`src/verilog/rsc_pkg.sv`:
```
`default_nettype none
package rsc_pkg;
    // Register map: one register, offset chosen here
    localparam logic [31:0] REASON_ADDR = 32'h0000_0000;
    // Field positions within the reset-cause register
    localparam int POR_BIT = 0;
    localparam int BOR_BIT = 1;
    localparam int IDLE_BIT = 2;
    localparam int SLEEP_BIT = 3;
    localparam int WATCHDOG_TIMEOUT_FLAG_BIT = 4;
    localparam int WDEN_BIT = 5;
    localparam int INSTR_BIT = 6;
    localparam int PIN_BIT = 7;
    localparam int VREG_BIT = 8;
    localparam int ILL_BIT = 14;
    localparam int TRAP_BIT = 15;
    // Writable bits; 13..9 read as zero
    localparam logic [15:0] IMPL_MASK = 16'hc1ff;
    // Value after power-on: brown-out and power-on flags set
    localparam logic [15:0] POR_VALUE = 16'h0003;
    // Reset hold time
    localparam int CLK_MHZ = 40;
    localparam int HOLD_US = 20;
    localparam int HOLD_CYCLES = HOLD_US * CLK_MHZ;
    localparam int CNT_W = 10;
    // AHB encodings
    localparam logic [1:0] HTRANS_NONSEQ = 2'h2;
    localparam logic [1:0] HTRANS_SEQ = 2'h3;
endpackage : rsc_pkg
`default_nettype wire

```
`src/verilog/rsc_combiner.sv`:
```
// The AHB-Lite slave port and the register addresses were decided locally.
`timescale 1ns/1ps
`default_nettype none
module rsc_combiner #(
    parameter int HOLD = rsc_pkg::HOLD_CYCLES
) (
    input wire logic clk, // 40 MHz system clock
    input wire logic arst_n, // Power-on reset, async, active low
    input wire logic brown_out, // Brown-out detector, active high
    input wire logic external_clear_pin_n, // Master clear pin, active low
    input wire logic reset_instruction, // Reset instruction executed
    input wire logic watchdog_timeout, // Watchdog expiry
    input wire logic trap_conflict, // Trap conflict event
    input wire logic illegal_access, // Illegal opcode / uninit pointer
    input wire logic power_save_sleep, // Sleep power-save instruction
    input wire logic power_save_idle, // Idle power-save instruction
    input wire logic watchdog_enable_fuse, // Config fuse, 1 = unprogrammed
    input wire logic hsel, // AHB select
    input wire logic [31:0] haddr, // AHB address
    input wire logic [1:0] htrans, // AHB transfer type
    input wire logic hwrite, // AHB write
    input wire logic [2:0] hsize, // AHB size
    input wire logic [31:0] hwdata, // AHB write data
    input wire logic hready, // AHB bus ready
    output logic [31:0] hrdata, // AHB read data
    output logic hreadyout, // AHB slave ready
    output logic hresp, // AHB response, always OKAY
    output logic master_system_reset, // Master reset, active high
    output logic watchdog_enable, // Watchdog runs
    output logic regulator_sleep_active // Regulator stays on in sleep
);
    localparam int N = 9;
    // Sync stages start with the fuse unprogrammed, so the watchdog never blinks off
    localparam logic [N-1:0] SYNC_INIT = 9'h100;

    // Source vector: 0 bor,1 pin,2 instr,3 wdt,4 trap,5 ill,6 sleep,7 idle,8 fuse
    logic [N-1:0] raw;
    logic [N-1:0] s1_q;
    logic [N-1:0] s2_q;
    logic [N-1:0] s3_q;
    logic [N-1:0] rise;

    // One-cycle edges of the synchronised sources
    logic ev_bor;
    logic ev_pin;
    logic ev_instr;
    logic ev_wdt;
    logic ev_trap;
    logic ev_ill;
    logic ev_sleep;
    logic ev_idle;
    logic fuse_sync;
    logic clr_bor_class;
    logic clr_watchdog_timeout_flag;

    // Reset-cause register and reset stretch
    logic [15:0] reg_q;
    logic [15:0] reg_d;
    logic [15:0] wr_val;
    logic [rsc_pkg::CNT_W-1:0] cnt_q;
    logic any_src;
    logic hold_busy;

    // Bus decode
    logic wr_req;
    logic wr_pend_q;
    logic wr_hit_q;
    logic sw_wr;
    logic rd_req;
    logic addr_hit;

    // Pin reset is active low; invert before the synchroniser
    assign raw[0] = brown_out;
    assign raw[1] = ~external_clear_pin_n;
    assign raw[2] = reset_instruction;
    assign raw[3] = watchdog_timeout;
    assign raw[4] = trap_conflict;
    assign raw[5] = illegal_access;
    assign raw[6] = power_save_sleep;
    assign raw[7] = power_save_idle;
    assign raw[8] = watchdog_enable_fuse;

    // First synchroniser stage; only the second stage reads it
    always_ff @(posedge clk or negedge arst_n) begin
        if (!arst_n) begin
            s1_q <= SYNC_INIT;
        end else begin
            s1_q <= raw;
        end
    end

    always_ff @(posedge clk or negedge arst_n) begin
        if (!arst_n) begin
            s2_q <= SYNC_INIT;
        end else begin
            s2_q <= s1_q;
        end
    end

    // Third stage only for edge detection
    always_ff @(posedge clk or negedge arst_n) begin
        if (!arst_n) begin
            s3_q <= SYNC_INIT;
        end else begin
            s3_q <= s2_q;
        end
    end
    assign rise = s2_q & ~s3_q;
    assign fuse_sync = s2_q[8];

    // Named edges; a level source counts once per assertion
    assign ev_bor = rise[0];
    assign ev_pin = rise[1];
    assign ev_instr = rise[2];
    assign ev_wdt = rise[3];
    assign ev_trap = rise[4];
    assign ev_ill = rise[5];
    assign ev_sleep = rise[6];
    assign ev_idle = rise[7];
    assign clr_bor_class = ev_bor;
    assign clr_watchdog_timeout_flag = ev_bor || ev_sleep || ev_idle;

    // Reset-type sources; power-save and fuse bits excluded
    assign any_src = |s2_q[5:0];
    assign hold_busy = (cnt_q != '0);

    // Stretch counter reloads while a source stands, then runs down
    // Counter width must hold the hold count; the cast keeps the low bits
    always_ff @(posedge clk or negedge arst_n) begin
        if (!arst_n) begin
            cnt_q <= rsc_pkg::CNT_W'(HOLD);
        end else if (any_src) begin
            cnt_q <= rsc_pkg::CNT_W'(HOLD);
        end else if (hold_busy) begin
            cnt_q <= cnt_q - 1'b1;
        end
    end

    // Reset output comes straight from a flop
    always_ff @(posedge clk or negedge arst_n) begin
        if (!arst_n) begin
            master_system_reset <= 1'b1;
        end else begin
            master_system_reset <= any_src || hold_busy;
        end
    end

    // Write is performed in the data phase; only the decode result is kept
    assign addr_hit = (haddr[7:2] == rsc_pkg::REASON_ADDR[7:2]);
    assign wr_req = hsel && hwrite && htrans[1];
    always_ff @(posedge clk or negedge arst_n) begin
        if (!arst_n) begin
            wr_pend_q <= 1'b0;
        end else if (hready) begin
            wr_pend_q <= wr_req;
        end
    end

    always_ff @(posedge clk or negedge arst_n) begin
        if (!arst_n) begin
            wr_hit_q <= 1'b0;
        end else if (hready) begin
            wr_hit_q <= addr_hit;
        end
    end
    assign sw_wr = wr_pend_q && wr_hit_q;
    assign wr_val = hwdata[15:0] & rsc_pkg::IMPL_MASK;
    assign rd_req = hready && hsel && htrans[1] && !hwrite;

    // Software write first; a hardware set then wins in the same cycle
    // Limitation: a source still held after a software clear does not set again
    always_comb begin
        reg_d = reg_q;
        if (sw_wr) begin
            reg_d = wr_val;
        end

        // Trap conflict flag
        if (ev_trap) begin
            reg_d[rsc_pkg::TRAP_BIT] = 1'b1;
        end else if (clr_bor_class) begin
            reg_d[rsc_pkg::TRAP_BIT] = 1'b0;
        end

        // Illegal access flag
        if (ev_ill) begin
            reg_d[rsc_pkg::ILL_BIT] = 1'b1;
        end else if (clr_bor_class) begin
            reg_d[rsc_pkg::ILL_BIT] = 1'b0;
        end

        // Pin flag survives a brown-out; only power-on or a software write clears it
        if (ev_pin) begin
            reg_d[rsc_pkg::PIN_BIT] = 1'b1;
        end

        // Reset instruction flag
        if (ev_instr) begin
            reg_d[rsc_pkg::INSTR_BIT] = 1'b1;
        end else if (clr_bor_class) begin
            reg_d[rsc_pkg::INSTR_BIT] = 1'b0;
        end

        // Watchdog flag; a time-out beats a power-save in the same cycle
        if (ev_wdt) begin
            reg_d[rsc_pkg::WATCHDOG_TIMEOUT_FLAG_BIT] = 1'b1;
        end else if (clr_watchdog_timeout_flag) begin
            reg_d[rsc_pkg::WATCHDOG_TIMEOUT_FLAG_BIT] = 1'b0;
        end

        // Power-save flags
        if (ev_sleep) begin
            reg_d[rsc_pkg::SLEEP_BIT] = 1'b1;
        end else if (clr_bor_class) begin
            reg_d[rsc_pkg::SLEEP_BIT] = 1'b0;
        end
        if (ev_idle) begin
            reg_d[rsc_pkg::IDLE_BIT] = 1'b1;
        end else if (clr_bor_class) begin
            reg_d[rsc_pkg::IDLE_BIT] = 1'b0;
        end

        // Brown-out flag; power-on sets it through the reset value
        if (ev_bor) begin
            reg_d[rsc_pkg::BOR_BIT] = 1'b1;
        end
    end

    // Register is not cleared by the reset it reports; only power-on resets it
    always_ff @(posedge clk or negedge arst_n) begin
        if (!arst_n) begin
            reg_q <= rsc_pkg::POR_VALUE;
        end else begin
            reg_q <= reg_d;
        end
    end

    // Watchdog runs if the fuse is unprogrammed or software enables it
    always_ff @(posedge clk or negedge arst_n) begin
        if (!arst_n) begin
            watchdog_enable <= 1'b1;
        end else begin
            watchdog_enable <= fuse_sync | reg_q[rsc_pkg::WDEN_BIT];
        end
    end

    // Regulator control mirrors its register bit
    always_ff @(posedge clk or negedge arst_n) begin
        if (!arst_n) begin
            regulator_sleep_active <= 1'b0;
        end else begin
            regulator_sleep_active <= reg_q[rsc_pkg::VREG_BIT];
        end
    end

    // Read data from the next value, so a read right after a write sees it
    always_ff @(posedge clk or negedge arst_n) begin
        if (!arst_n) begin
            hrdata <= '0;
        end else if (rd_req) begin
            hrdata <= addr_hit ? {16'h0000, reg_d} : 32'h0000_0000;
        end
    end

    // No wait states; an always-ready slave keeps the master simple
    always_ff @(posedge clk or negedge arst_n) begin
        if (!arst_n) begin
            hreadyout <= 1'b1;
        end else begin
            hreadyout <= 1'b1;
        end
    end

    // Every transfer is answered OKAY
    always_ff @(posedge clk or negedge arst_n) begin
        if (!arst_n) begin
            hresp <= 1'b0;
        end else begin
            hresp <= 1'b0;
        end
    end
endmodule : rsc_combiner
`default_nettype wire

```
`config.mk`:
```
export PLATFORM = sky130hd
export DESIGN_NAME = rsc_combiner
export DESIGN_NICKNAME = d
export VERILOG_FILES = /design/src/verilog/rsc_pkg.sv /design/src/verilog/rsc_combiner.sv
export SDC_FILE = /design/constraint.sdc
export NUM_CORES = 1
export LEC_CHECK = 0
export BUFFER_PORTS_ARGS = -buffer_cell sky130_fd_sc_hd__buf_2
export CORE_MARGIN = 2
export CORE_UTILIZATION = 30
export DETAILED_ROUTE_END_ITERATION = 6
export SYNTH_ARGS = -nofsm -noshare
export SYNTH_HDL_FRONTEND = slang
export SYNTH_SLANG_ARGS = --single-unit
```
`constraint.sdc`:
```
create_clock -name clk -period 2.25 [get_ports clk]
set_clock_uncertainty 0.1 [all_clocks]
set_input_delay 0.225 -clock clk [delete_from_list [all_inputs] [get_ports clk]]
set_output_delay 0.225 -clock clk [all_outputs]
set_load 0.1 [all_outputs]
```
==> impl_metrics.toml, run 1 <==
[outcome]
outcome = "finished, final reports clean"

[synthesis]
yosysMostFrequentCell = "dfrtp_1"
syn_inst = 223
ys_ff_latch = 73
synthTopCellsByArea = "dfrtp_1 (57%), dfstp_2 (8.4%), buf_4 (4.8%)"
syn_area_sq_um = 2830
netlist.top_cell.by_area = "dfrtp_1"
synthFlopType = "dfrtp_1"
synth_edf_count = 0
async_flop_share_pct = 100
ys_seq_area_share_pct = 65.0
yosysTopAreaCellShare_pct = 56.6
syn_avg_cell_area_sq_um = 12.7
synth_commonest_cells = "dfrtp_1 (64), nand2_1 (21), buf_4 (18)"
yosys_warnings = 0
synth_cell_types = 46

[timing]
hold_viol_final = 0
worst_hold_slack_ns = 0.0308
final.setup.tns_ns = 0
worst_pin_slew_ns = 0.531
slew_headroom_pct = 64.4
fmax_ghz = 0.563
fin_crit_sh_pct = 79.0
slew_violations = 0
fin_crit_ns = 1.78
rsz0062_at_grt = "false"
setup_viol = 0

[power]
p_leak_uw = 0.00169
seq_power_share_pct = 53.2
p_sw_share_pct = 28.5
cell_internal_pwr_uw = 1860
powerDensity_nw_per_um2 = 757
peakVddDrop_mv = 0.398
power_frac_comb_pct = 12.0
p_clk_share_pct = 34.7
switching_power_uw = 743

[cts]
htree_levels = 3
clock_sinks = 73
cts_buffers = 9
clk_latency_ns = 0.34
cts_buffer_depth = 2
tritoncts = "yes"
clk_pin_slew_worst_paths_ns = 0.07
root_buffer = "clkbuf_8"

[final_layout]
areaGrowthSynthToFinish_pct = 21.6
nNetsFinal = 375
fillers = 917
n_antenna_cell = 0
drive_above_1_share_pct = 31.1
fin_cells = 407

[worst_setup_path]
crit_path_cell_trace = "inv_1, ha_1, or3b_1, a2111oi_2, xnor2_1, nor2_1"
crit_slowest_cell = "dfrtp_1"
critPathKind = "register to register"
rrSetupSlack_ns = 0.47
start_kind = "register"
crit_family = "simple AND/OR/NAND/NOR gates"
cp_slowest_stage_delay_ns = 0.42
endpoint_kind = "register"
worst_ep_arrival_time_ns = 1.89
worstPathRequired_ns = 2.37
crit_buf_inv = 1
cp_max_fo = 5

[detailed_routing]
dr.pass1.iters = 4
drt_iter0_drc = 60
dr.max_layer_used = "met4"
totalWireLength_um = 4920
ant_nets = 0
drc_errors = 0
route.met2.wl_um = 2310
vias_per_cell = 4.33
vias = 1763
wl_per_cell_um = 12.1
wl_met3_um = 302
wl_met1_um = 2270

[floorplanning]
rows = 35
core_sq_um = 9200
dieArea_sq_um = 10200
start_util_pct = 30.8
die_w_um = 101
io_pins = 120
die_h_um = 101

[global_routing]
gr-total-overflow = 0
grt_pass1_wl_um = 8340
grt_pass1_vias = 1735
grt_max_degree = 74
antenna_found_initial = 0
grt.total_usage_pct = 10.6

[place]
portBuffers = 50
hpwlAfterDp_um = 3390
dp.cells = 381
routabilityCongestion = 0.745

[min_path]
worstHoldPathType = "primary input to register"

[run]
cap_violations = 0
==> power groups by stage <==
stage	clock network, uW	logic (uW)	registers [uW]
after global routing	996	336	1390
final	905	314	1390
after CTS	936	318	1390
after floorplan	0	205	1450
after detailed placement	0	304	1410
after global placement	0	302	1410
==> path summary, 6_finish.rpt <==
kind	startpoint	end	cells past startpoint
min in group asynchronous	arst_n	hrdata[10]$_DFFE_PN0P_	3
worst max register to register	cnt_q[0]$_DFFE_PN0P_	cnt_q[6]$_DFFE_PN0P_	6
max in group asynchronous	arst_n	cnt_q[5]$_DFFE_PN1P_	3
worst min register to register	s1_q[1]$_DFF_PN0_	s2_q[1]$_DFF_PN0_	0
worst min-delay path	hready	wr_hit_q$_DFFE_PN0P_	2
worst max-delay path	cnt_q[0]$_DFFE_PN0P_	cnt_q[6]$_DFFE_PN0P_	6
==> repair_timing <==
item,4_1_cts,5_1_grt
resized for setup,0,0
buffers inserted,0,0
hold buffers,10,0
endpoints found under the hold margin,73,0
==> cells by family (layout without fill, tap and decap cells) <==
| kind of cell | count (synthesis) | in the layout | share of synthesized area [%] |
|---|---|---|---|
| compound gates | 36 | 36 | 9.02 |
| xor+xnor | 3 | 3 | 0.929 |
| fa+ha+maj | 1 | 1 | 0.442 |
| buf+inv | 36 | 93 | 7.21 |
| flops | 73 | 73 | 65.0 |
| mux | 13 | 13 | 4.73 |
| other cells | 2 | 18 | 0.265 |
| simple gates | 59 | 59 | 12.4 |
==> per-stage QoR <==
step	setup WS, ns	cell area [sq um]	util (%)	power [uW]
4_1_cts	0.451	3440	37.4	2640
5_1_grt	0.316	3440	37.4	2720
2_1_floorplan	0.591	2890	-	1660
3_3_place_gp	0.485	3160	34.3	1710
6_report	0.473	3440	37.4	2610
3_5_place_dp	0.473	3160	34.3	1720
==> per-layer routing <==
metal  vias to the layer above  GRT usage (%)
met3                         5           4.44
met1                       843           13.3
met2                        53           17.0
met4                         0           2.49
li1                        862              -
met5                         -              0
==> final cells by class <==
type | instances | area [sq um] | share of cell area [%]
clock inverter | 6 | 43.8 | 1.27
tap | 111 | 139 | 4.04
timing repair buffer | 62 | 378 | 11.0
clock buffer | 10 | 138 | 4.00
multi-input combinational | 130 | 847 | 24.6
inverter | 15 | 56.3 | 1.64
sequential | 73 | 1840 | 53.4
==> flip-flops by register name, indices dropped and copies added (netlist names) <==
| name | count |
|---|---|
| wr_pend_q | 1 |
| s2_q | 9 |
| reg_q | 16 |
| wr_hit_q | 1 |
| cnt_q | 10 |
| watchdog_enable | 1 |
| hrdata | 16 |
| s1_q | 9 |
| master_system_reset | 1 |
| s3_q | 8 |
| regulator_sleep_active | 1 |
==> worst reg2reg max path, cell delays in order, from the launching register on <==
cell and delay [ns]:
dfrtp_1 0.42, inv_1 0.07, ha_1 0.20, or3b_1 0.39, a2111oi_2 0.26, xnor2_1 0.16, nor2_1 0.05
==> cells in the final DEF (no fill, tap or decap), types with 2 or more instances in the layout <==
| master | n |
|---|---|
| mux2_2 | 3 |
| a21oi_1 | 4 |
| nand2b_1 | 3 |
| and3_1 | 2 |
| mux2i_1 | 10 |
| xnor2_1 | 3 |
| nand2_1 | 21 |
| inv_1 | 15 |
| conb_1 | 18 |
| nand3_1 | 5 |
| nor2_1 | 9 |
| dlygate4sd3_1 | 10 |
| clkinvlp_4 | 4 |
| o31ai_1 | 6 |
| clkbuf_8 | 10 |
| nor3b_2 | 2 |
| a22o_1 | 8 |
| o21ai_0 | 3 |
| buf_2 | 50 |
| o22ai_1 | 3 |
| o21ai_1 | 6 |
| dfstp_2 | 9 |
| dfrtp_1 | 64 |
Note: power is estimated with default switching activity, not from simulation.
==> run 2, diff against run 1 <==
==> constraint.sdc (replaced) <==
create_clock -name clk -period 1.7 [get_ports clk]
set_clock_uncertainty 0.1 [all_clocks]
set_input_delay 0.17 -clock clk [delete_from_list [all_inputs] [get_ports clk]]
set_output_delay 0.17 -clock clk [all_outputs]
set_load 0.1 [all_outputs]
==> run 2 against run 1 <==
Compared with the run above:
- clock power increased by 30%
- sequential share of layout area down 2.5 points
- die area unchanged
- cell count rose by 3.7%
- total power grew 33%
- routed wire length up 3.4%
- setup slack worse by 0.45 ns
- final area up 5.0%
- largest power group unchanged
==> impl_metrics.toml, run 2 (synthesis results as in run 1) <==
[global_routing]
grt_pass1_wl_um = 8550
grt_pass1_vias = 1836
grt_max_degree = 74
gr-total-overflow = 0
grt.total_usage_pct = 10.8
antenna_found_initial = 0

[timing]
rsz0062_at_grt = "true"
setup_viol = 0
fmax_ghz = 0.597
hold_viol_final = 0
slew_headroom_pct = 64.5
setup_slack_ns = 0.0241
slew_violations = 0
worst_pin_slew_ns = 0.530
final.setup.tns_ns = 0
fin_crit_ns = 1.68
fin_crit_sh_pct = 98.6

[detailed_routing]
vias = 1815
wl_per_cell_um = 12.1
drc_errors = 0
vias_per_cell = 4.30
totalWireLength_um = 5090
drt_iter0_drc = 103
ant_nets = 0
dr.pass1.iters = 4

[final_layout]
layout_common_cells = "dfrtp_1 (63), buf_2 (50), nand2_1 (21)"
n_antenna_cell = 0
finish.instance_area_sq_um = 3610
fillers = 901
drive_above_1_share_pct = 33.4
layout.cells.most_common = "dfrtp_1"
reg.largest.list = "hrdata x16, reg_q x16, cnt_q x10"
areaGrowthSynthToFinish_pct = 27.7
nNetsFinal = 390
final_util_pct = 39.3

[worst_setup_path]
reg2reg_depth = 4
worst_ep_arrival_time_ns = 1.84
endpoint_kind = "register"
crit_path_cell_trace = "or4_4, nor3b_4, mux2i_1, nand2_1"
critPathKind = "register to register"
cp_max_fo = 6
crit_buf_inv = 0
worstPathRequired_ns = 1.87
start_kind = "register"
crit_slowest_cell = "or4_4"
cp_slowest_stage_delay_ns = 0.59
cp.depth = 4
crit_family = "simple AND/OR/NAND/NOR gates"

[run]
cap_violations = 0

[power]
seq_power_share_pct = 53.1
p_sw_share_pct = 29.0
switching_power_uw = 1000
cell_internal_pwr_uw = 2450
p_clk_share_pct = 34.3
p_leak_uw = 0.00178
peakVddDrop_mv = 0.608
p_total_uw = 3460
power_frac_comb_pct = 12.7
powerDensity_nw_per_um2 = 957

[cts]
cts_buffer_depth = 2
cts_buffers = 9
clock_sinks = 73
clk_latency_ns = 0.34
clk_pin_slew_worst_paths_ns = 0.08
root_buffer = "clkbuf_8"
htree_levels = 3
tritoncts = "yes"

[floorplanning]
io_pins = 120
rows = 35
die_w_um = 101
dieArea_sq_um = 10200
start_util_pct = 30.8
core_sq_um = 9200
die_h_um = 101

[min_path]
worstHoldPathType = "primary input to register"
whs_path_depth = 3

[place]
dp_slack_ns = 0.0260
portBuffers = 50
place_area_sq_um = 3230
hpwlAfterDp_um = 3450
routabilityCongestion = 0.761

[outcome]
outcome = "finished, final reports clean"
run 2: changes by cell type in the layout (fill, tap and decap cells not counted), sizes merged:
cell / change
buf: +9
dlygate4sd3: +6
clkinv: +3
clkinvlp: -3
clkbuf: -1
inv: +1
run 2: layer usage:
metal / vias up / share of wire, % / track usage [%]
li1: 896 / - / -
met1: 862 / 45 / 13.6
met2: 55 / 48 / 17.2
met3: 2 / 6.0 / 4.44
met4: 0 / 0.53 / 2.81
met5: - / 0 / 0
run 2: stage by stage:
stage                     hold slack [ns]  cells
after floorplan                    -0.226    239
after global placement              0.128    389
after detailed placement            0.134    389
after CTS                         0.00198    421
after global routing               0.0377    422
final                             0.00986    422
run 2: path summary, 6_finish.rpt:
kind                                            from                             to  slack (ns)
worst max-delay path            cnt_q[2]$_DFFE_PN0P_           cnt_q[9]$_DFFE_PN1P_        0.02
worst min-delay path                            hsel          wr_pend_q$_DFFE_PN0P_        0.01
worst max register to register  cnt_q[2]$_DFFE_PN0P_           cnt_q[9]$_DFFE_PN1P_        0.02
worst min register to register     s1_q[5]$_DFF_PN0_              s2_q[5]$_DFF_PN0_        0.25
max in group asynchronous                     arst_n  master_system_reset$_DFF_PN1_        0.86
min in group asynchronous                     arst_n          hrdata[5]$_DFFE_PN0P_        0.27
run 2: worst min-delay path, delay by kind of cell:
family / cells / cell delay [ns]
compound gates: 1 / 0.08
simple gates: 1 / 0.07
buf+inv: 1 / 0.09
run 2: cell type report:
type / instances / area (sq um) / area share (%)
Timing Repair Buffer: 77 / 518 / 14.3
Inverter: 15 / 56.3 / 1.56
Clock inverter: 7 / 56.3 / 1.56
Sequential cell: 73 / 1840 / 50.9
Tap cell: 111 / 139 / 3.84
Multi-Input combinational cell: 130 / 880 / 24.4
Clock buffer: 9 / 124 / 3.43
run 2: power groups by stage:
| stage | Combinational (uW) | Clock (uW) | Sequential [uW] |
|---|---|---|---|
| 3_3_place_gp | 407 | 0 | 1870 |
| 6_report | 438 | 1180 | 1830 |
| 3_5_place_dp | 410 | 0 | 1870 |
| 2_1_floorplan | 272 | 0 | 1920 |
| 4_1_cts | 439 | 1240 | 1830 |
| 5_1_grt | 469 | 1320 | 1840 |
run 2: what timing repair did:
item | 4_1_cts | 5_1_grt
setup endpoints to repair | 0 | 7
gates resized for setup | 0 | 6
hold buffers | 16 | 0
setup buffers | 0 | 1
endpoints found under the hold margin | 79 | 0
